<file path="src/pkg/cpm_defines.svh">
`ifndef CPM_DEFINES_SVH
`define CPM_DEFINES_SVH
// ------------------------------
// port indices
// ------------------------------
`define CPM_PA 0
`define CPM_PF 1
`define CPM_PG 2
`define CPM_PH 3
`define CPM_PI 4
`define CPM_NPORTS 5
// ------------------------------
// register map
// ------------------------------
`define CPM_OFS_FSEL_BASE 8'h00
`define CPM_OFS_GPIO_BASE 8'h20
`define CPM_REG_STRIDE 4
`define CPM_FSEL_RST 16'h0000
`define CPM_GPIO_RST 16'h0000
`define CPM_GPIO_OUT_LSB 0
`define CPM_GPIO_OE_LSB 8
`define CPM_GPIO_IN_LSB 16
`define CPM_FSEL_W 2
// ------------------------------
// implemented pins and fields
// ------------------------------
`define CPM_PIN_MASK_FULL 8'hff
`define CPM_PIN_MASK_F 8'hf0
`define CPM_PIN_MASK_I 8'h03
`define CPM_FSEL_MASK_FULL 16'hffff
`define CPM_FSEL_MASK_I 16'h000f
// ------------------------------
// bus answers
// ------------------------------
`define CPM_RESP_OKAY 2'b00
`define CPM_RESP_SLVERR 2'b10
`endif

</file>
<file path="src/pkg/cpm_pkg.sv">
package cpm_pkg;
	// per-pin selection code
	typedef enum logic [1:0] {
		cpm_fn_gpio = 2'b00,
		cpm_fn_one = 2'b01,
		cpm_fn_two = 2'b10,
		cpm_fn_rsv = 2'b11
	} cpm_fsel_t;
	// write channel state
	typedef enum logic [1:0] {
		cpm_wr_idle = 2'b01,
		cpm_wr_resp = 2'b10
	} cpm_wr_state_t;
	// read channel state
	typedef enum logic [1:0] {
		cpm_rd_idle = 2'b01,
		cpm_rd_data = 2'b10
	} cpm_rd_state_t;
endpackage

</file>
<file path="src/verilog/cpm_pin_mux.sv">
`timescale 1ns/10ps
`default_nettype none
`include "cpm_defines.svh"
// Contract
// - port G pins reset as GPIO inputs
// - port G fields pick progressive/interlace pixel data
// - port F pins 4-7 reset as inputs
// - F bits 9:8 route camera vsync
// - F bits 11:10 route camera hsync
// - F bits 13:12 clock out or field
// - F bits 15:14 route pixel clock
// - H pin0 card enable2 or SD data0
// - H pin1 card enable1 or SD data1
// - H pin2 IO read or SD data2
// - H pin3 IO write or SD data3
// - H pin4 card wait or SD command
// - H pin5 card reset or SD clock
// - card reset high holds card reset
// - H pin6 card irq or SD detect
// - H pin7 status change or write protect
// - I pin0 buffer enable or SD output
// - I pin1 function1 is bus direction
// - bus direction low while reading card
// - H and I pins reset as inputs
// - port A function1 carries two UARTs
// - A pins 2,3 function2 audio WS, SCK
// - A pins 6,7 function2 I2C lines
module cpm_pin_mux (
	// clock and reset
	input wire logic aclk,
	input wire logic aresetn,
	// axi4-lite write
	input wire logic [7:0] awaddr,
	input wire logic [2:0] awprot,
	input wire logic awvalid,
	output logic awready,
	input wire logic [31:0] wdata,
	input wire logic [3:0] wstrb,
	input wire logic wvalid,
	output logic wready,
	output logic [1:0] bresp,
	output logic bvalid,
	input wire logic bready,
	// axi4-lite read
	input wire logic [7:0] araddr,
	input wire logic [2:0] arprot,
	input wire logic arvalid,
	output logic arready,
	output logic [31:0] rdata,
	output logic [1:0] rresp,
	output logic rvalid,
	input wire logic rready,
	// pads; port_f bit n is pin n+4
	input wire logic [7:0] port_a_in,
	output logic [7:0] port_a_out,
	output logic [7:0] port_a_oe,
	input wire logic [3:0] port_f_in,
	output logic [3:0] port_f_out,
	output logic [3:0] port_f_oe,
	input wire logic [7:0] port_g_in,
	output logic [7:0] port_g_out,
	output logic [7:0] port_g_oe,
	input wire logic [7:0] port_h_in,
	output logic [7:0] port_h_out,
	output logic [7:0] port_h_oe,
	input wire logic [1:0] port_i_in,
	output logic [1:0] port_i_out,
	output logic [1:0] port_i_oe,
	// second camera
	output logic [7:0] cam2_prog_pixel_data,
	output logic [7:0] cam2_intl_pixel_data,
	output logic cam2_prog_vsync,
	output logic cam2_intl_vsync,
	output logic cam2_prog_hsync,
	output logic cam2_intl_hsync,
	output logic cam2_field_id,
	output logic cam2_prog_pixel_clock,
	output logic cam2_intl_pixel_clock,
	input wire logic cam2_base_clock_out,
	// card interface
	input wire logic card_enable2_n,
	input wire logic card_enable1_n,
	input wire logic card_io_read_n,
	input wire logic card_io_write_n,
	input wire logic card_reset_out,
	input wire logic card_buffer_enable_n,
	input wire logic card_bus_direction,
	output logic card_wait_n,
	output logic card_irq_in,
	output logic card_status_change_n,
	// sd card
	input wire logic [3:0] sdcard_data_line_out,
	input wire logic [3:0] sdcard_data_line_oe,
	output logic [3:0] sdcard_data_line_in,
	input wire logic sdcard_command_line_out,
	input wire logic sdcard_command_line_oe,
	output logic sdcard_command_line_in,
	input wire logic sdcard_clock_out,
	input wire logic sdcard_general_output,
	output logic sdcard_detect_n,
	output logic sdcard_write_protect,
	// uarts, audio, i2c
	input wire logic uart_first_tx,
	input wire logic uart_first_rts,
	output logic uart_first_rx,
	output logic uart_first_cts,
	input wire logic uart_second_tx,
	input wire logic uart_second_rts,
	output logic uart_second_rx,
	output logic uart_second_cts,
	input wire logic audio_second_word_select,
	input wire logic audio_second_serial_clock,
	input wire logic i2c_scl_pull_low,
	input wire logic i2c_sda_pull_low,
	output logic i2c_scl_level,
	output logic i2c_sda_level
);
	// --------------------------------
	// helpers
	// --------------------------------
	// pick pad drive {oe,out} from the field code
	function automatic logic [1:0] pad_pick(input logic [1:0] fs, input logic [1:0] g,
		input logic [1:0] a, input logic [1:0] b);
		logic [1:0] r;
		r = g;
		unique case (fs)
			cpm_pkg::cpm_fn_one: r = a;
			cpm_pkg::cpm_fn_two: r = b;
			cpm_pkg::cpm_fn_gpio, cpm_pkg::cpm_fn_rsv: r = g;
		endcase
		return r;
	endfunction
	// true when pin k of a select word holds code c
	function automatic logic is_fn(input logic [15:0] w, input int k, input logic [1:0] c);
		return w[`CPM_FSEL_W*k +: `CPM_FSEL_W] == c;
	endfunction
	// pins that exist on each port
	function automatic logic [7:0] pin_mask(input int p);
		if (p == `CPM_PF)
			return `CPM_PIN_MASK_F;
		if (p == `CPM_PI)
			return `CPM_PIN_MASK_I;
		return `CPM_PIN_MASK_FULL;
	endfunction
	// byte-lane merge for 16-bit registers
	function automatic logic [15:0] merge16(input logic [15:0] o, input logic [15:0] n, input logic [1:0] s);
		return {s[1] ? n[15:8] : o[15:8], s[0] ? n[7:0] : o[7:0]};
	endfunction
	// --------------------------------
	// state
	// --------------------------------
	cpm_pkg::cpm_wr_state_t wr_state_q, wr_state_d;
	cpm_pkg::cpm_rd_state_t rd_state_q, rd_state_d;
	logic aw_got_q, aw_got_d, w_got_q, w_got_d; // channel taken, waiting for partner
	logic [7:0] waddr_q, waddr_d;
	logic [31:0] wdata_q, wdata_d;
	logic [3:0] wstrb_q, wstrb_d;
	logic awready_q, awready_d, wready_q, wready_d, bvalid_q, bvalid_d;
	logic arready_q, arready_d, rvalid_q, rvalid_d;
	logic [1:0] bresp_q, bresp_d, rresp_q, rresp_d;
	logic [31:0] rdata_q, rdata_d;
	logic [15:0] fsel_q [`CPM_NPORTS]; // per-port function select
	logic [15:0] fsel_d [`CPM_NPORTS];
	logic [15:0] gpio_q [`CPM_NPORTS]; // {oe, out} per port
	logic [15:0] gpio_d [`CPM_NPORTS];
	logic [7:0] pin_in [`CPM_NPORTS]; // pads in 8-pin space
	logic [7:0] pad_out_q [`CPM_NPORTS];
	logic [7:0] pad_out_d [`CPM_NPORTS];
	logic [7:0] pad_oe_q [`CPM_NPORTS];
	logic [7:0] pad_oe_d [`CPM_NPORTS];
	logic [1:0] f1 [`CPM_NPORTS][8]; // function 1 {oe,out}
	logic [1:0] f2 [`CPM_NPORTS][8]; // function 2 {oe,out}
	logic [31:0] core_q, core_d; // packed core-side inputs
	logic [7:0] cpd_q, cpd_d, cid_q, cid_d;
	logic hit_w, hit_r;

	// pads into one indexable view
	always_comb begin
		pin_in[`CPM_PA] = port_a_in;
		pin_in[`CPM_PF] = {port_f_in, 4'h0};
		pin_in[`CPM_PG] = port_g_in;
		pin_in[`CPM_PH] = port_h_in;
		pin_in[`CPM_PI] = {6'h00, port_i_in};
	end

	// --------------------------------
	// axi4-lite slave and registers
	// --------------------------------
	// aw and w may arrive in either order; the write lands once both are in
	always_comb begin
		wr_state_d = wr_state_q;
		rd_state_d = rd_state_q;
		aw_got_d = aw_got_q;
		w_got_d = w_got_q;
		waddr_d = waddr_q;
		wdata_d = wdata_q;
		wstrb_d = wstrb_q;
		awready_d = awready_q;
		wready_d = wready_q;
		bvalid_d = bvalid_q;
		bresp_d = bresp_q;
		arready_d = arready_q;
		rvalid_d = rvalid_q;
		rdata_d = rdata_q;
		rresp_d = rresp_q;
		hit_w = 1'b0;
		hit_r = 1'b0;
		fsel_d = fsel_q;
		gpio_d = gpio_q;
		unique case (wr_state_q)
			cpm_pkg::cpm_wr_idle: begin
				if (awvalid && awready_q) begin
					aw_got_d = 1'b1;
					waddr_d = awaddr;
				end
				if (wvalid && wready_q) begin
					w_got_d = 1'b1;
					wdata_d = wdata;
					wstrb_d = wstrb;
				end
				awready_d = !aw_got_d;
				wready_d = !w_got_d;
				if (aw_got_d && w_got_d) begin
					for (int p = 0; p < `CPM_NPORTS; p++) begin
						// port I select bits and gpio bits of absent pins stay zero; port F select keeps all 16 bits
						if ({waddr_d[7:2], 2'b00} == 8'(`CPM_OFS_FSEL_BASE + `CPM_REG_STRIDE * p)) begin
							hit_w = 1'b1;
							fsel_d[p] = merge16(fsel_q[p], wdata_d[15:0], wstrb_d[1:0])
								& ((p == `CPM_PI) ? `CPM_FSEL_MASK_I : `CPM_FSEL_MASK_FULL);
						end
						if ({waddr_d[7:2], 2'b00} == 8'(`CPM_OFS_GPIO_BASE + `CPM_REG_STRIDE * p)) begin
							hit_w = 1'b1;
							gpio_d[p] = merge16(gpio_q[p], wdata_d[15:0], wstrb_d[1:0]) & {2{pin_mask(p)}};
						end
					end
					bresp_d = hit_w ? `CPM_RESP_OKAY : `CPM_RESP_SLVERR;
					bvalid_d = 1'b1;
					aw_got_d = 1'b0;
					w_got_d = 1'b0;
					awready_d = 1'b0;
					wready_d = 1'b0;
					wr_state_d = cpm_pkg::cpm_wr_resp;
				end
			end
			cpm_pkg::cpm_wr_resp: begin
				// both readies stay low so no second write starts early
				if (bready) begin
					bvalid_d = 1'b0;
					awready_d = 1'b1;
					wready_d = 1'b1;
					wr_state_d = cpm_pkg::cpm_wr_idle;
				end
			end
		endcase
		unique case (rd_state_q)
			cpm_pkg::cpm_rd_idle: begin
				arready_d = 1'b1;
				if (arvalid && arready_q) begin
					rdata_d = 32'h0000_0000;
					for (int p = 0; p < `CPM_NPORTS; p++) begin
						if ({araddr[7:2], 2'b00} == 8'(`CPM_OFS_FSEL_BASE + `CPM_REG_STRIDE * p)) begin
							hit_r = 1'b1;
							rdata_d = {16'h0000, fsel_q[p]};
						end
						if ({araddr[7:2], 2'b00} == 8'(`CPM_OFS_GPIO_BASE + `CPM_REG_STRIDE * p)) begin
							hit_r = 1'b1;
							rdata_d = {8'h00, pin_in[p] & pin_mask(p), gpio_q[p]};
						end
					end
					rresp_d = hit_r ? `CPM_RESP_OKAY : `CPM_RESP_SLVERR;
					rvalid_d = 1'b1;
					arready_d = 1'b0;
					rd_state_d = cpm_pkg::cpm_rd_data;
				end
			end
			cpm_pkg::cpm_rd_data: begin
				if (rready) begin
					rvalid_d = 1'b0;
					arready_d = 1'b1;
					rd_state_d = cpm_pkg::cpm_rd_idle;
				end
			end
		endcase
	end

	// bus and register flops; every select field clears to gpio
	always_ff @(posedge aclk) begin
		if (!aresetn) begin
			wr_state_q <= cpm_pkg::cpm_wr_idle;
			rd_state_q <= cpm_pkg::cpm_rd_idle;
			aw_got_q <= 1'b0;
			w_got_q <= 1'b0;
			waddr_q <= 8'h00;
			wdata_q <= 32'h0000_0000;
			wstrb_q <= 4'h0;
			awready_q <= 1'b0;
			wready_q <= 1'b0;
			bvalid_q <= 1'b0;
			bresp_q <= `CPM_RESP_OKAY;
			arready_q <= 1'b0;
			rvalid_q <= 1'b0;
			rdata_q <= 32'h0000_0000;
			rresp_q <= `CPM_RESP_OKAY;
			for (int p = 0; p < `CPM_NPORTS; p++) begin
				fsel_q[p] <= `CPM_FSEL_RST;
				gpio_q[p] <= `CPM_GPIO_RST;
			end
		end else begin
			wr_state_q <= wr_state_d;
			rd_state_q <= rd_state_d;
			aw_got_q <= aw_got_d;
			w_got_q <= w_got_d;
			waddr_q <= waddr_d;
			wdata_q <= wdata_d;
			wstrb_q <= wstrb_d;
			awready_q <= awready_d;
			wready_q <= wready_d;
			bvalid_q <= bvalid_d;
			bresp_q <= bresp_d;
			arready_q <= arready_d;
			rvalid_q <= rvalid_d;
			rdata_q <= rdata_d;
			rresp_q <= rresp_d;
			fsel_q <= fsel_d;
			gpio_q <= gpio_d;
		end
	end

	// --------------------------------
	// pad drive mux
	// --------------------------------
	// undefined functions fall back to gpio, so a stray code never floats a pin
	always_comb begin
		for (int p = 0; p < `CPM_NPORTS; p++) begin
			for (int k = 0; k < 8; k++) begin
				f1[p][k] = {gpio_q[p][`CPM_GPIO_OE_LSB + k], gpio_q[p][`CPM_GPIO_OUT_LSB + k]};
				f2[p][k] = f1[p][k];
			end
		end
		f1[`CPM_PA][0] = {1'b1, uart_first_tx};
		f1[`CPM_PA][1] = 2'b00;
		f1[`CPM_PA][2] = {1'b1, uart_first_rts};
		f1[`CPM_PA][3] = 2'b00;
		f1[`CPM_PA][4] = {1'b1, uart_second_tx};
		f1[`CPM_PA][5] = 2'b00;
		f1[`CPM_PA][6] = {1'b1, uart_second_rts};
		f1[`CPM_PA][7] = 2'b00;
		f2[`CPM_PA][2] = {1'b1, audio_second_word_select};
		f2[`CPM_PA][3] = {1'b1, audio_second_serial_clock};
		f2[`CPM_PA][6] = {i2c_scl_pull_low, 1'b0};
		f2[`CPM_PA][7] = {i2c_sda_pull_low, 1'b0};
		for (int k = 4; k < 8; k++) begin
			f1[`CPM_PF][k] = 2'b00;
			f2[`CPM_PF][k] = 2'b00;
		end
		f1[`CPM_PF][6] = {1'b1, cam2_base_clock_out};
		for (int k = 0; k < 8; k++) begin
			f1[`CPM_PG][k] = 2'b00;
			f2[`CPM_PG][k] = 2'b00;
		end
		f1[`CPM_PH][0] = {1'b1, card_enable2_n};
		f1[`CPM_PH][1] = {1'b1, card_enable1_n};
		f1[`CPM_PH][2] = {1'b1, card_io_read_n};
		f1[`CPM_PH][3] = {1'b1, card_io_write_n};
		f1[`CPM_PH][4] = 2'b00;
		f1[`CPM_PH][5] = {1'b1, card_reset_out};
		f1[`CPM_PH][6] = 2'b00;
		f1[`CPM_PH][7] = 2'b00;
		for (int k = 0; k < 4; k++)
			f2[`CPM_PH][k] = {sdcard_data_line_oe[k], sdcard_data_line_out[k]};
		f2[`CPM_PH][4] = {sdcard_command_line_oe, sdcard_command_line_out};
		f2[`CPM_PH][5] = {1'b1, sdcard_clock_out};
		f2[`CPM_PH][6] = 2'b00;
		f2[`CPM_PH][7] = 2'b00;
		f1[`CPM_PI][0] = {1'b1, card_buffer_enable_n};
		f2[`CPM_PI][0] = {1'b1, sdcard_general_output};
		f1[`CPM_PI][1] = {1'b1, card_bus_direction};
		for (int p = 0; p < `CPM_NPORTS; p++) begin
			for (int k = 0; k < 8; k++) begin
				{pad_oe_d[p][k], pad_out_d[p][k]} = pad_pick(fsel_q[p][`CPM_FSEL_W*k +: `CPM_FSEL_W],
					f1[p][k] & {2{1'b0}} | {gpio_q[p][`CPM_GPIO_OE_LSB + k], gpio_q[p][`CPM_GPIO_OUT_LSB + k]},
					f1[p][k], f2[p][k]) & {2{|(pin_mask(p) & (8'h01 << k))}};
			end
		end
	end

	// --------------------------------
	// core-side receive mux
	// --------------------------------
	// unselected inputs park at their idle level: active-low ones high
	always_comb begin
		for (int k = 0; k < 8; k++) begin
			cpd_d[k] = is_fn(fsel_q[`CPM_PG], k, cpm_pkg::cpm_fn_one) & pin_in[`CPM_PG][k];
			cid_d[k] = is_fn(fsel_q[`CPM_PG], k, cpm_pkg::cpm_fn_two) & pin_in[`CPM_PG][k];
		end
		core_d = 32'h0000_0000;
		core_d[0] = is_fn(fsel_q[`CPM_PF], 4, cpm_pkg::cpm_fn_one) & pin_in[`CPM_PF][4];
		core_d[1] = is_fn(fsel_q[`CPM_PF], 4, cpm_pkg::cpm_fn_two) & pin_in[`CPM_PF][4];
		core_d[2] = is_fn(fsel_q[`CPM_PF], 5, cpm_pkg::cpm_fn_one) & pin_in[`CPM_PF][5];
		core_d[3] = is_fn(fsel_q[`CPM_PF], 5, cpm_pkg::cpm_fn_two) & pin_in[`CPM_PF][5];
		core_d[4] = is_fn(fsel_q[`CPM_PF], 6, cpm_pkg::cpm_fn_two) & pin_in[`CPM_PF][6];
		core_d[5] = is_fn(fsel_q[`CPM_PF], 7, cpm_pkg::cpm_fn_one) & pin_in[`CPM_PF][7];
		core_d[6] = is_fn(fsel_q[`CPM_PF], 7, cpm_pkg::cpm_fn_two) & pin_in[`CPM_PF][7];
		core_d[7] = is_fn(fsel_q[`CPM_PH], 4, cpm_pkg::cpm_fn_one) ? pin_in[`CPM_PH][4] : 1'b1;
		core_d[8] = is_fn(fsel_q[`CPM_PH], 6, cpm_pkg::cpm_fn_one) & pin_in[`CPM_PH][6];
		core_d[9] = is_fn(fsel_q[`CPM_PH], 7, cpm_pkg::cpm_fn_one) ? pin_in[`CPM_PH][7] : 1'b1;
		for (int k = 0; k < 4; k++)
			core_d[10 + k] = is_fn(fsel_q[`CPM_PH], k, cpm_pkg::cpm_fn_two) & pin_in[`CPM_PH][k];
		core_d[14] = is_fn(fsel_q[`CPM_PH], 4, cpm_pkg::cpm_fn_two) & pin_in[`CPM_PH][4];
		core_d[15] = is_fn(fsel_q[`CPM_PH], 6, cpm_pkg::cpm_fn_two) ? pin_in[`CPM_PH][6] : 1'b1;
		core_d[16] = is_fn(fsel_q[`CPM_PH], 7, cpm_pkg::cpm_fn_two) & pin_in[`CPM_PH][7];
		core_d[17] = is_fn(fsel_q[`CPM_PA], 1, cpm_pkg::cpm_fn_one) ? pin_in[`CPM_PA][1] : 1'b1;
		core_d[18] = is_fn(fsel_q[`CPM_PA], 3, cpm_pkg::cpm_fn_one) ? pin_in[`CPM_PA][3] : 1'b1;
		core_d[19] = is_fn(fsel_q[`CPM_PA], 5, cpm_pkg::cpm_fn_one) ? pin_in[`CPM_PA][5] : 1'b1;
		core_d[20] = is_fn(fsel_q[`CPM_PA], 7, cpm_pkg::cpm_fn_one) ? pin_in[`CPM_PA][7] : 1'b1;
		core_d[21] = is_fn(fsel_q[`CPM_PA], 6, cpm_pkg::cpm_fn_two) ? pin_in[`CPM_PA][6] : 1'b1;
		core_d[22] = is_fn(fsel_q[`CPM_PA], 7, cpm_pkg::cpm_fn_two) ? pin_in[`CPM_PA][7] : 1'b1;
	end

	// pad and core flops; pads come up as inputs
	always_ff @(posedge aclk) begin
		if (!aresetn) begin
			for (int p = 0; p < `CPM_NPORTS; p++) begin
				pad_out_q[p] <= 8'h00;
				pad_oe_q[p] <= 8'h00;
			end
			cpd_q <= 8'h00;
			cid_q <= 8'h00;
			core_q <= 32'h007e_8280; // idle levels: wait, status, detect, rx, cts, i2c high
		end else begin
			pad_out_q <= pad_out_d;
			pad_oe_q <= pad_oe_d;
			cpd_q <= cpd_d;
			cid_q <= cid_d;
			core_q <= core_d;
		end
	end

	// --------------------------------
	// outputs
	// --------------------------------
	assign awready = awready_q;
	assign wready = wready_q;
	assign bvalid = bvalid_q;
	assign bresp = bresp_q;
	assign arready = arready_q;
	assign rvalid = rvalid_q;
	assign rdata = rdata_q;
	assign rresp = rresp_q;
	assign port_a_out = pad_out_q[`CPM_PA];
	assign port_a_oe = pad_oe_q[`CPM_PA];
	assign port_f_out = pad_out_q[`CPM_PF][7:4];
	assign port_f_oe = pad_oe_q[`CPM_PF][7:4];
	assign port_g_out = pad_out_q[`CPM_PG];
	assign port_g_oe = pad_oe_q[`CPM_PG];
	assign port_h_out = pad_out_q[`CPM_PH];
	assign port_h_oe = pad_oe_q[`CPM_PH];
	assign port_i_out = pad_out_q[`CPM_PI][1:0];
	assign port_i_oe = pad_oe_q[`CPM_PI][1:0];
	assign cam2_prog_pixel_data = cpd_q;
	assign cam2_intl_pixel_data = cid_q;
	assign cam2_prog_vsync = core_q[0];
	assign cam2_intl_vsync = core_q[1];
	assign cam2_prog_hsync = core_q[2];
	assign cam2_intl_hsync = core_q[3];
	assign cam2_field_id = core_q[4];
	assign cam2_prog_pixel_clock = core_q[5];
	assign cam2_intl_pixel_clock = core_q[6];
	assign card_wait_n = core_q[7];
	assign card_irq_in = core_q[8];
	assign card_status_change_n = core_q[9];
	assign sdcard_data_line_in = core_q[13:10];
	assign sdcard_command_line_in = core_q[14];
	assign sdcard_detect_n = core_q[15];
	assign sdcard_write_protect = core_q[16];
	assign uart_first_rx = core_q[17];
	assign uart_first_cts = core_q[18];
	assign uart_second_rx = core_q[19];
	assign uart_second_cts = core_q[20];
	assign i2c_scl_level = core_q[21];
	assign i2c_sda_level = core_q[22];
endmodule
`default_nettype wire

</file>
<file path="config.mk">
export PLATFORM = sky130hd
export DESIGN_NAME = cpm_pin_mux
export DESIGN_NICKNAME = d
export VERILOG_FILES = /design/src/pkg/cpm_pkg.sv /design/src/verilog/cpm_pin_mux.sv
export VERILOG_INCLUDE_DIRS = /design/src /design/src/pkg
export SDC_FILE = /design/constraint.sdc
export NUM_CORES = 1
export LEC_CHECK = 0
export BUFFER_PORTS_ARGS = -buffer_cell sky130_fd_sc_hd__buf_2
export CAP_MARGIN = 30
export CORE_UTILIZATION = 45
export CTS_CLUSTER_DIAMETER = 60
export DETAILED_ROUTE_END_ITERATION = 10
export PLACE_DENSITY = 0.68
export SETUP_SLACK_MARGIN = 0.4
export SYNTH_ARGS = -nofsm -noshare
export SYNTH_HDL_FRONTEND = slang
export SYNTH_SLANG_ARGS = --single-unit
</file>
<file path="constraint.sdc">
create_clock -name aclk -period 2.4 [get_ports aclk]
set_clock_uncertainty 0.2 [all_clocks]
set_input_delay 0.48 -clock aclk [delete_from_list [all_inputs] [get_ports aclk]]
set_output_delay 0.48 -clock aclk [all_outputs]
set_load 0.1 [all_outputs]
</file>
==> results of run 1 <==
routing by layer:
| layer | track usage | wire (µm) |
|---|---|---|
| met5 | 0 | 0 |
| met2 | 0.452 | 18500 |
| met4 | 0.0953 | 1370 |
| met3 | 0.0494 | 3310 |
| met1 | 0.353 | 17000 |
synth_stat cells, types with 4 or more instances:
cell / count
nand4_1: 6
o22ai_1: 9
a31oi_1: 6
buf_4: 11
o211ai_1: 10
nor3_1: 8
mux4_2: 8
inv_1: 55
a211oi_1: 8
clkbuf_1: 44
a31o_2: 8
o21ai_1: 21
a21oi_1: 60
buf_1: 5
nand3_4: 4
buf_2: 13
nand2_1: 167
nand2b_1: 9
nand4_4: 6
nand3_1: 65
o221ai_1: 7
mux2_2: 17
and2_1: 4
nor2_1: 96
o21ai_0: 61
buf_6: 8
a221oi_1: 12
nand3b_1: 7
mux2i_1: 78
dfxtp_1: 286
and3_1: 68
ha_1: 53
nor2b_1: 7
a22oi_1: 19
a31o_1: 7
nor2_8: 6
cells by family after synthesis:
family          Yosys count
simple gates            477
flops                   286
compound gates          260
buf+inv                 139
mux                     103
fa+ha+maj                53
other cells               1
registers in the layout, indices dropped and copies added (netlist names), 8 cells and up:
signal and count:
wdata_q 16, port_h_out 8, fsel_q 68, port_g_out 8, port_h_oe 8, cam2_intl_pixel_data 8
f2 10, port_g_oe 8, gpio_q 50, cam2_prog_pixel_data 8, port_a_oe 8, rdata 24
port_a_out 8, core_q 23
final cells by class:
class,count,area [µm²],area share
clock inverter,15,190,0.0112
timing repair buffer,389,3090,0.182
multi-input combinational,905,6470,0.381
inverter,57,214,0.0126
clock buffer,38,852,0.0502
tap,341,427,0.0251
sequential,286,5740,0.338
how the worst max path moves through the flow:
| stage | start | endpoint | slack [ns] |
|---|---|---|---|
| 2_1_floorplan | awready$_SDFFE_PN0P_ | gpio_q[31]$_SDFFE_PN0P_ | 0.24 |
| 3_3_place_gp | awvalid | gpio_q[71]$_SDFFE_PN0P_ | -0.04 |
| 3_5_place_dp | awvalid | gpio_q[71]$_SDFFE_PN0P_ | -0.09 |
| 4_1_cts | awready$_SDFFE_PN0P_ | fsel_q[54]$_SDFFE_PN0P_ | 0.28 |
| 5_1_grt | awready$_SDFFE_PN0P_ | gpio_q[31]$_SDFFE_PN0P_ | 0.19 |
| 6_report | awready$_SDFFE_PN0P_ | fsel_q[69]$_SDFFE_PN0P_ | 0.27 |
worst min-delay path, cell delays in order:
cell and delay (ns):
buf_2 0.08, a221oi_1 0.06, nor2_1 0.09
power groups by stage:
| stage | sequential [W] | combinational (W) | clock, W |
|---|---|---|---|
| 3_5_place_dp | 0.00498 | 0.00124 | 0 |
| 4_1_cts | 0.00487 | 0.00150 | 0.00494 |
| 2_1_floorplan | 0.00512 | 0.000689 | 0 |
| 3_3_place_gp | 0.00497 | 0.00124 | 0 |
| 5_1_grt | 0.00487 | 0.00165 | 0.00515 |
| 6_report | 0.00487 | 0.00157 | 0.00488 |
through the flow:
stage | util | area (µm²) | hold WS (ns)
finish | 0.629 | 17000 | 0.00228
detailed placement | 0.539 | 14600 | 0.244
global route | 0.629 | 17000 | 0.0218
CTS | 0.615 | 16600 | 0.00476
global placement | 0.539 | 14600 | 0.238
floorplan | - | 12700 | 0.231
repair_timing:
action	4_1_cts	5_1_grt
setup endpoints to repair	139	155
buffers inserted	14	7
resized for setup	46	67
cloned	3	3
hold endpoints to repair	74	0
hold buffers	62	0
pin swaps	8	11
==> summary.txt, run 1 <==
Worst setup path
  – Setup CP Type: flip-flop to flip-flop
  – Crit-path cells: a211o_1 > a211oi_4 > buf_12 > buf_12 > buf_6 > buf_6 > nand4_4 > nand3_2 > o21ai_1
  – Critical Path AT: 2.38 ns
  – CP Depth: 9
  – Crit path buf inv count: 4
  – Setup slack, reg-to-reg: 0.27 ns
  – Critical path data required time: 2.66 ns
  – Critical path capture point type: flip-flop
  – Max stage delay on crit path: 0.37 ns
  – FF-to-FF Start: awready$_SDFFE_PN0P_
  – Family with the most delay on the worst path: compound AO/OA/AOI/OAI gates
  – Crit-path slowest cell: dfxtp_4
  – Max FO, Critical Path: 8
  – R2R cell count: 9
  – RR Endpoint: fsel_q[69]$_SDFFE_PN0P_
  – Crit path launch type: flip-flop

Yosys
  – Seq/Total Area, Yosys: 0.460
  – EDFF count, synth: 0
  – Avg Cell Area, Syn: 9.43 µm²
  – Post-synth top area share: 0.460
  – FFs w/ async S/R, synth: 0
  – Post-Synth XOR/XNOR Area: 0
  – Area leader, netlist: dfxtp_1
  – Post-synthesis mux area share: 0.0926
  – FF+latch count, synth: 286
  – Compound-Gate Fraction of Synth Area: 0.137
  – Yosys warning count: 0
  – Synth area leaders: dfxtp_1 (46%), mux2i_1 (6.3%), ha_1 (5.3%)
  – Cell Area, Synth: 12400 µm²
  – Synth Area in Simple Gates: 0.204
  – Largest family of logic cells by synthesized area: simple AND/OR/NAND/NOR gates
  – Adder-Cell Fraction of Synth Area: 0.0533
  – Post-synth cell types: 77
  – Synth Flop Type: dfxtp_1
  – Post-synthesis cell count: 1319

Route
  – Drt wl/cell: 19.8 µm
  – DR DRC count: 0
  – WL final: 40200 µm
  – Via count: 11454
  – Number of detailed-route iterations in the first pass: 5
  – Detail-routed via count per cell: 5.64
  – Post-route ant nets: 0
  – Detailed Route Iter0 Violations: 882

Power and ir drop
  – Leak: 7.10 nW
  – Power density over the cells: 666 nW/µm²
  – Logic pwr share: 0.139
  – Clock power frac: 0.431
  – Switching share of power: 0.261
  – Final Power: 0.0113 W
  – VDD IR max: 0.000743 V
  – NetSw: 0.00296 W
  – Seq pwr share: 0.430
  – Internal power: 0.00836 W

CTS
  – CTS sink count: 286
  – Later-pin clock latency in the skew report: 0.56 ns
  – H-Tree Depth: 1
  – Max clock buf depth: 3
  – Clock Pin Slew Worst Setup and Hold Paths: 0.06 ns
  – Number of buffers created by CTS: 30
  – CTS tree: built
  – Cell chosen for the clock root: clkbuf_16

Min path
  – WHS Path Cells: 3
  – Hold Startpoint: sdcard_data_line_oe[1]
  – Worst hold endpoint: port_h_oe[1]$_SDFF_PN0_
  – Hold Crit Class: input pin to flip-flop

Global route
  – GRT overflow: 0
  – Initial antenna violation count: 1
  – Largest net degree at the start of global routing: 73
  – Gr usage total: 0.272
  – First-pass GRT wire length: 60100 µm
  – Vias in the first global route: 10794

Final layout
  – Final Instance Count excl. Fillers: 2031
  – Synthesis-to-finish area growth: 36.6%
  – Commonest non-fill, non-tap cell in the layout: dfxtp_1
  – Layout filler cell count: 2199
  – ANT cells: 0
  – Layout cells sized above 1: 0.295
  – Final nets: 1845
  – Commonest non-fill, non-tap cells in the layout: dfxtp_1 (281), nand2_1 (166), buf_2 (164)

Floorplanning
  – Initial core utilization: 0.460
  – Die height: 168 µm
  – Die area: 28300 µm²
  – Row count: 60
  – Die Wd: 168 µm
  – I/O Pins: 263
  – Core ar.: 27000 µm²

STA
  – Final-report setup violation count: 0
  – Sum Neg Setup Slack: 0 ns
  – Period Utilization, post-route: 0.886
  – Slew HR: 0.563
  – RSZ-0062 raised after global routing: true
  – Max-slew violations: 0
  – Slew @ Worst Pin: 0.656 ns
  – Worst setup margin: 0.275 ns
  – FMAX: 471 MHz
  – Count of final hold-check violations: 0
  – Final min period: 2.13 ns

Placement
  – DP Cell Count: 1889
  – Post-place setup slack: -0.0872 ns
  – IO Port Bufs: 224
  – Placed wire-length estimate: 27900 µm
  – GPL Wtd Cong: 0.915

Outcome
  – Outcome: finished, final reports clean

Flow run
  – MaxCap Viol Count: 0
(Power assumes the default switching activity.)
==> inputs of run 2 (changes only) <==
==> constraint.sdc (replaced) <==
create_clock -name aclk -period 2.6 [get_ports aclk]
set_clock_uncertainty 0.2 [all_clocks]
set_input_delay 0.52 -clock aclk [delete_from_list [all_inputs] [get_ports aclk]]
set_output_delay 0.52 -clock aclk [all_outputs]
set_load 0.1 [all_outputs]
==> run 2 against run 1 <==
Compared with the run above:
- die area unchanged
- cell count decreased by 3.7%
- wire length decreased by 5.3%
- non-clock buffer count decreased by 76
- global-route usage decreased by 1.1 points
- sequential power decreased by 7.8%
- critical path type unchanged
- cell area decreased by 9.2%
- combinational power decreased by 24%
- sequential share of layout area increased by 3.4 points
==> summary.txt, run 2 (synthesis results as in run 1) <==
Outcome
  – Outcome: finished, final reports clean (unchanged)

Worst setup path
  – FF-to-FF Start: awready$_SDFFE_PN0P_ (unchanged)
  – Crit path launch type: flip-flop (unchanged)
  – Critical path capture point type: flip-flop (unchanged)
  – Setup slack, reg-to-reg: 0.42 ns (was 0.27 ns)
  – Setup CP Type: flip-flop to flip-flop (unchanged)
  – RR Endpoint: gpio_q[41]$_SDFFE_PN0P_ (was fsel_q[69]$_SDFFE_PN0P_)
  – Critical path data required time: 2.88 ns (was 2.66 ns)
  – Max FO, Critical Path: 8 (unchanged)
  – Critical Path AT: 2.46 ns (was 2.38 ns)
  – R2R cell count: 7 (was 9)

Global route
  – Largest net degree at the start of global routing: 50 (was 73)
  – Vias in the first global route: 10263 (was 10794)
  – First-pass GRT wire length: 57500 µm (was 60100 µm)
  – Gr usage total: 0.261 (was 0.272)
  – GRT overflow: 0 (unchanged)
  – Initial antenna violation count: 1 (unchanged)

Route
  – Detail-routed via count per cell: 5.56 (was 5.64)
  – Detailed Route Iter0 Violations: 805 (was 882)
  – Drt wl/cell: 19.5 µm (was 19.8 µm)
  – WL final: 38100 µm (was 40200 µm)
  – Post-route ant nets: 0 (unchanged)
  – Number of detailed-route iterations in the first pass: 5 (unchanged)
  – Via count: 10874 (was 11454)
  – DR DRC count: 0 (unchanged)

Power and ir drop
  – NetSw: 0.00267 W (was 0.00296 W)
  – Clock power frac: 0.430 (was 0.431)
  – Logic pwr share: 0.121 (was 0.139)
  – Switching share of power: 0.267 (was 0.261)
  – VDD IR max: 0.000452 V (was 0.000743 V)
  – Seq pwr share: 0.450 (was 0.430)
  – Power density over the cells: 647 nW/µm² (was 666 nW/µm²)
  – Leak: 6.53 nW (was 7.10 nW)
  – Internal power: 0.00731 W (was 0.00836 W)

Placement
  – Placed wire-length estimate: 28100 µm (was 27900 µm)
  – DP Cell Count: 1877 (was 1889)
  – IO Port Bufs: 224 (unchanged)
  – Placed Area: 14200 µm² (was 14600 µm²)
  – Post-place setup slack: 0.0822 ns (was -0.0872 ns)
  – GPL Wtd Cong: 0.930 (was 0.915)

STA
  – Sum Neg Setup Slack: 0 ns (unchanged)
  – Final min period: 2.18 ns (was 2.13 ns)
  – Slew @ Worst Pin: 0.637 ns (was 0.656 ns)
  – Count of final hold-check violations: 0 (unchanged)
  – Period Utilization, post-route: 0.838 (was 0.886)
  – Worst setup margin: 0.421 ns (was 0.275 ns)
  – Final-report setup violation count: 0 (unchanged)
  – RSZ-0062 raised after global routing: true (unchanged)
  – FMAX: 459 MHz (was 471 MHz)
  – Max-slew violations: 0 (unchanged)
  – Hold_ws: 0.0103 ns (was 0.00228 ns)
  – Slew HR: 0.575 (was 0.563)

CTS
  – Cell chosen for the clock root: clkbuf_16 (unchanged)
  – CTS sink count: 286 (unchanged)
  – CTS tree: built (unchanged)
  – Later-pin clock latency in the skew report: 0.56 ns (about the same)
  – H-Tree Depth: 1 (unchanged)
  – Clock Pin Slew Worst Setup and Hold Paths: 0.06 ns (about the same)
  – Max clock buf depth: 3 (unchanged)
  – Number of buffers created by CTS: 30 (unchanged)

Final layout
  – Final Instance Count excl. Fillers: 1956 (was 2031)
  – Layout cells sized above 1: 0.263 (was 0.295)
  – Synthesis-to-finish area growth: 24.0% (was 36.6%)
  – Max reg flops: 68 (unchanged)
  – Final nets: 1767 (was 1845)
  – Fin area: 15400 µm² (was 17000 µm²)
  – Commonest non-fill, non-tap cell in the layout: dfxtp_1 (unchanged)
  – ANT cells: 0 (unchanged)
  – Top reg by flops: fsel_q (unchanged)
  – Commonest non-fill, non-tap cells in the layout: dfxtp_1 (281), buf_2 (222), nand2_1 (167) (was dfxtp_1 (281), nand2_1 (166), buf_2 (164))

Floorplanning
  – Row count: 60 (unchanged)
  – Die height: 168 µm (unchanged)
  – Core ar.: 27000 µm² (unchanged)
  – Die Wd: 168 µm (unchanged)
  – Initial core utilization: 0.460 (unchanged)
  – Die area: 28300 µm² (unchanged)
  – I/O Pins: 263 (unchanged)

Min path
  – WHS Path Cells: 2 (was 3)
  – Worst hold endpoint: core_q[9]$_SDFF_PN1_ (was port_h_oe[1]$_SDFF_PN0_)
  – Hold Startpoint: port_h_in[7] (was sdcard_data_line_oe[1])
  – Hold Crit Class: input pin to flip-flop (unchanged)

Flow run
  – MaxCap Viol Count: 0 (unchanged)
-- run 2: cell types whose count changed in the layout (fill, tap and decap cells not counted), moves of 9 or more --
cell | previous run | this run
o21ai_1 | 43 | 21
clkbuf_4 | 27 | 1
buf_2 | 164 | 222
o21ai_0 | 28 | 61
buf_12 | 24 | 8
nand3_1 | 42 | 65
buf_6 | 12 | 2
o21ai_2 | 12 | 3
dlygate4sd3_1 | 62 | 13
buf_4 | 96 | 67
nand3_2 | 22 | 0
-- run 2: layout make-up --
| type | count | area, µm² |
|---|---|---|
| well taps | 341 | 427 |
| clock inverters | 17 | 153 |
| flip-flops and latches | 286 | 5740 |
| repair buffers | 313 | 1930 |
| fillers | 2365 | 11600 |
| inverters | 57 | 214 |
| clock buffers | 39 | 836 |
| multi-input cells | 903 | 6120 |
-- run 2: worst max-delay path by stage --
stage / from / cells past startpoint / end / slack (ns)
final: awready$_SDFFE_PN0P_ / 7 / gpio_q[41]$_SDFFE_PN0P_ / 0.42
after global routing: awready$_SDFFE_PN0P_ / 7 / gpio_q[41]$_SDFFE_PN0P_ / 0.35
after CTS: awready$_SDFFE_PN0P_ / 1 / awready / 0.41
after detailed placement: araddr[7] / 7 / rdata[14]$_SDFFE_PN0P_ / 0.08
after global placement: araddr[7] / 7 / rdata[5]$_SDFFE_PN0P_ / 0.12
after floorplan: awready$_SDFFE_PN0P_ / 6 / gpio_q[30]$_SDFFE_PN0P_ / 0.40
-- run 2: metal layers --
layer	global-route usage	up-vias	routed length, µm
met5	0	-	0
met4	0.0806	0	1120
met3	0.0383	76	2810
met2	0.420	487	17100
met1	0.359	5132	17000
li1	-	5179	-
-- run 2: power groups by stage --
stage / logic [W] / registers, W / clock network, W
5_1_grt: 0.00127 / 0.00449 / 0.00451
6_report: 0.00120 / 0.00449 / 0.00429
3_5_place_dp: 0.00110 / 0.00459 / 0
3_3_place_gp: 0.00109 / 0.00458 / 0
2_1_floorplan: 0.000616 / 0.00472 / 0
4_1_cts: 0.00112 / 0.00449 / 0.00433
-- run 2: through the flow --
step | util | power [W]
after floorplan | - | 0.00534
after global placement | 0.524 | 0.00568
after detailed placement | 0.524 | 0.00569
after CTS | 0.566 | 0.00995
after global routing | 0.570 | 0.0103
final | 0.570 | 0.00998
-- run 2: what timing repair did --
| action | in CTS | in global routing |
|---|---|---|
| endpoints found under the setup margin | 0 | 47 |
| endpoints found under the hold margin | 14 | 0 |
| hold buffers | 13 | 0 |
| gates resized for setup | 0 | 11 |
| buffers inserted | 0 | 10 |
-- run 2: worst max-delay path, stage by stage (launching register included) --
cell      delay [ns]
dfxtp_4         0.36
a211o_1         0.31
a211oi_4        0.29
buf_12          0.16
buf_12          0.13
nand3_4         0.13
nor2_8          0.28
mux2i_1         0.23
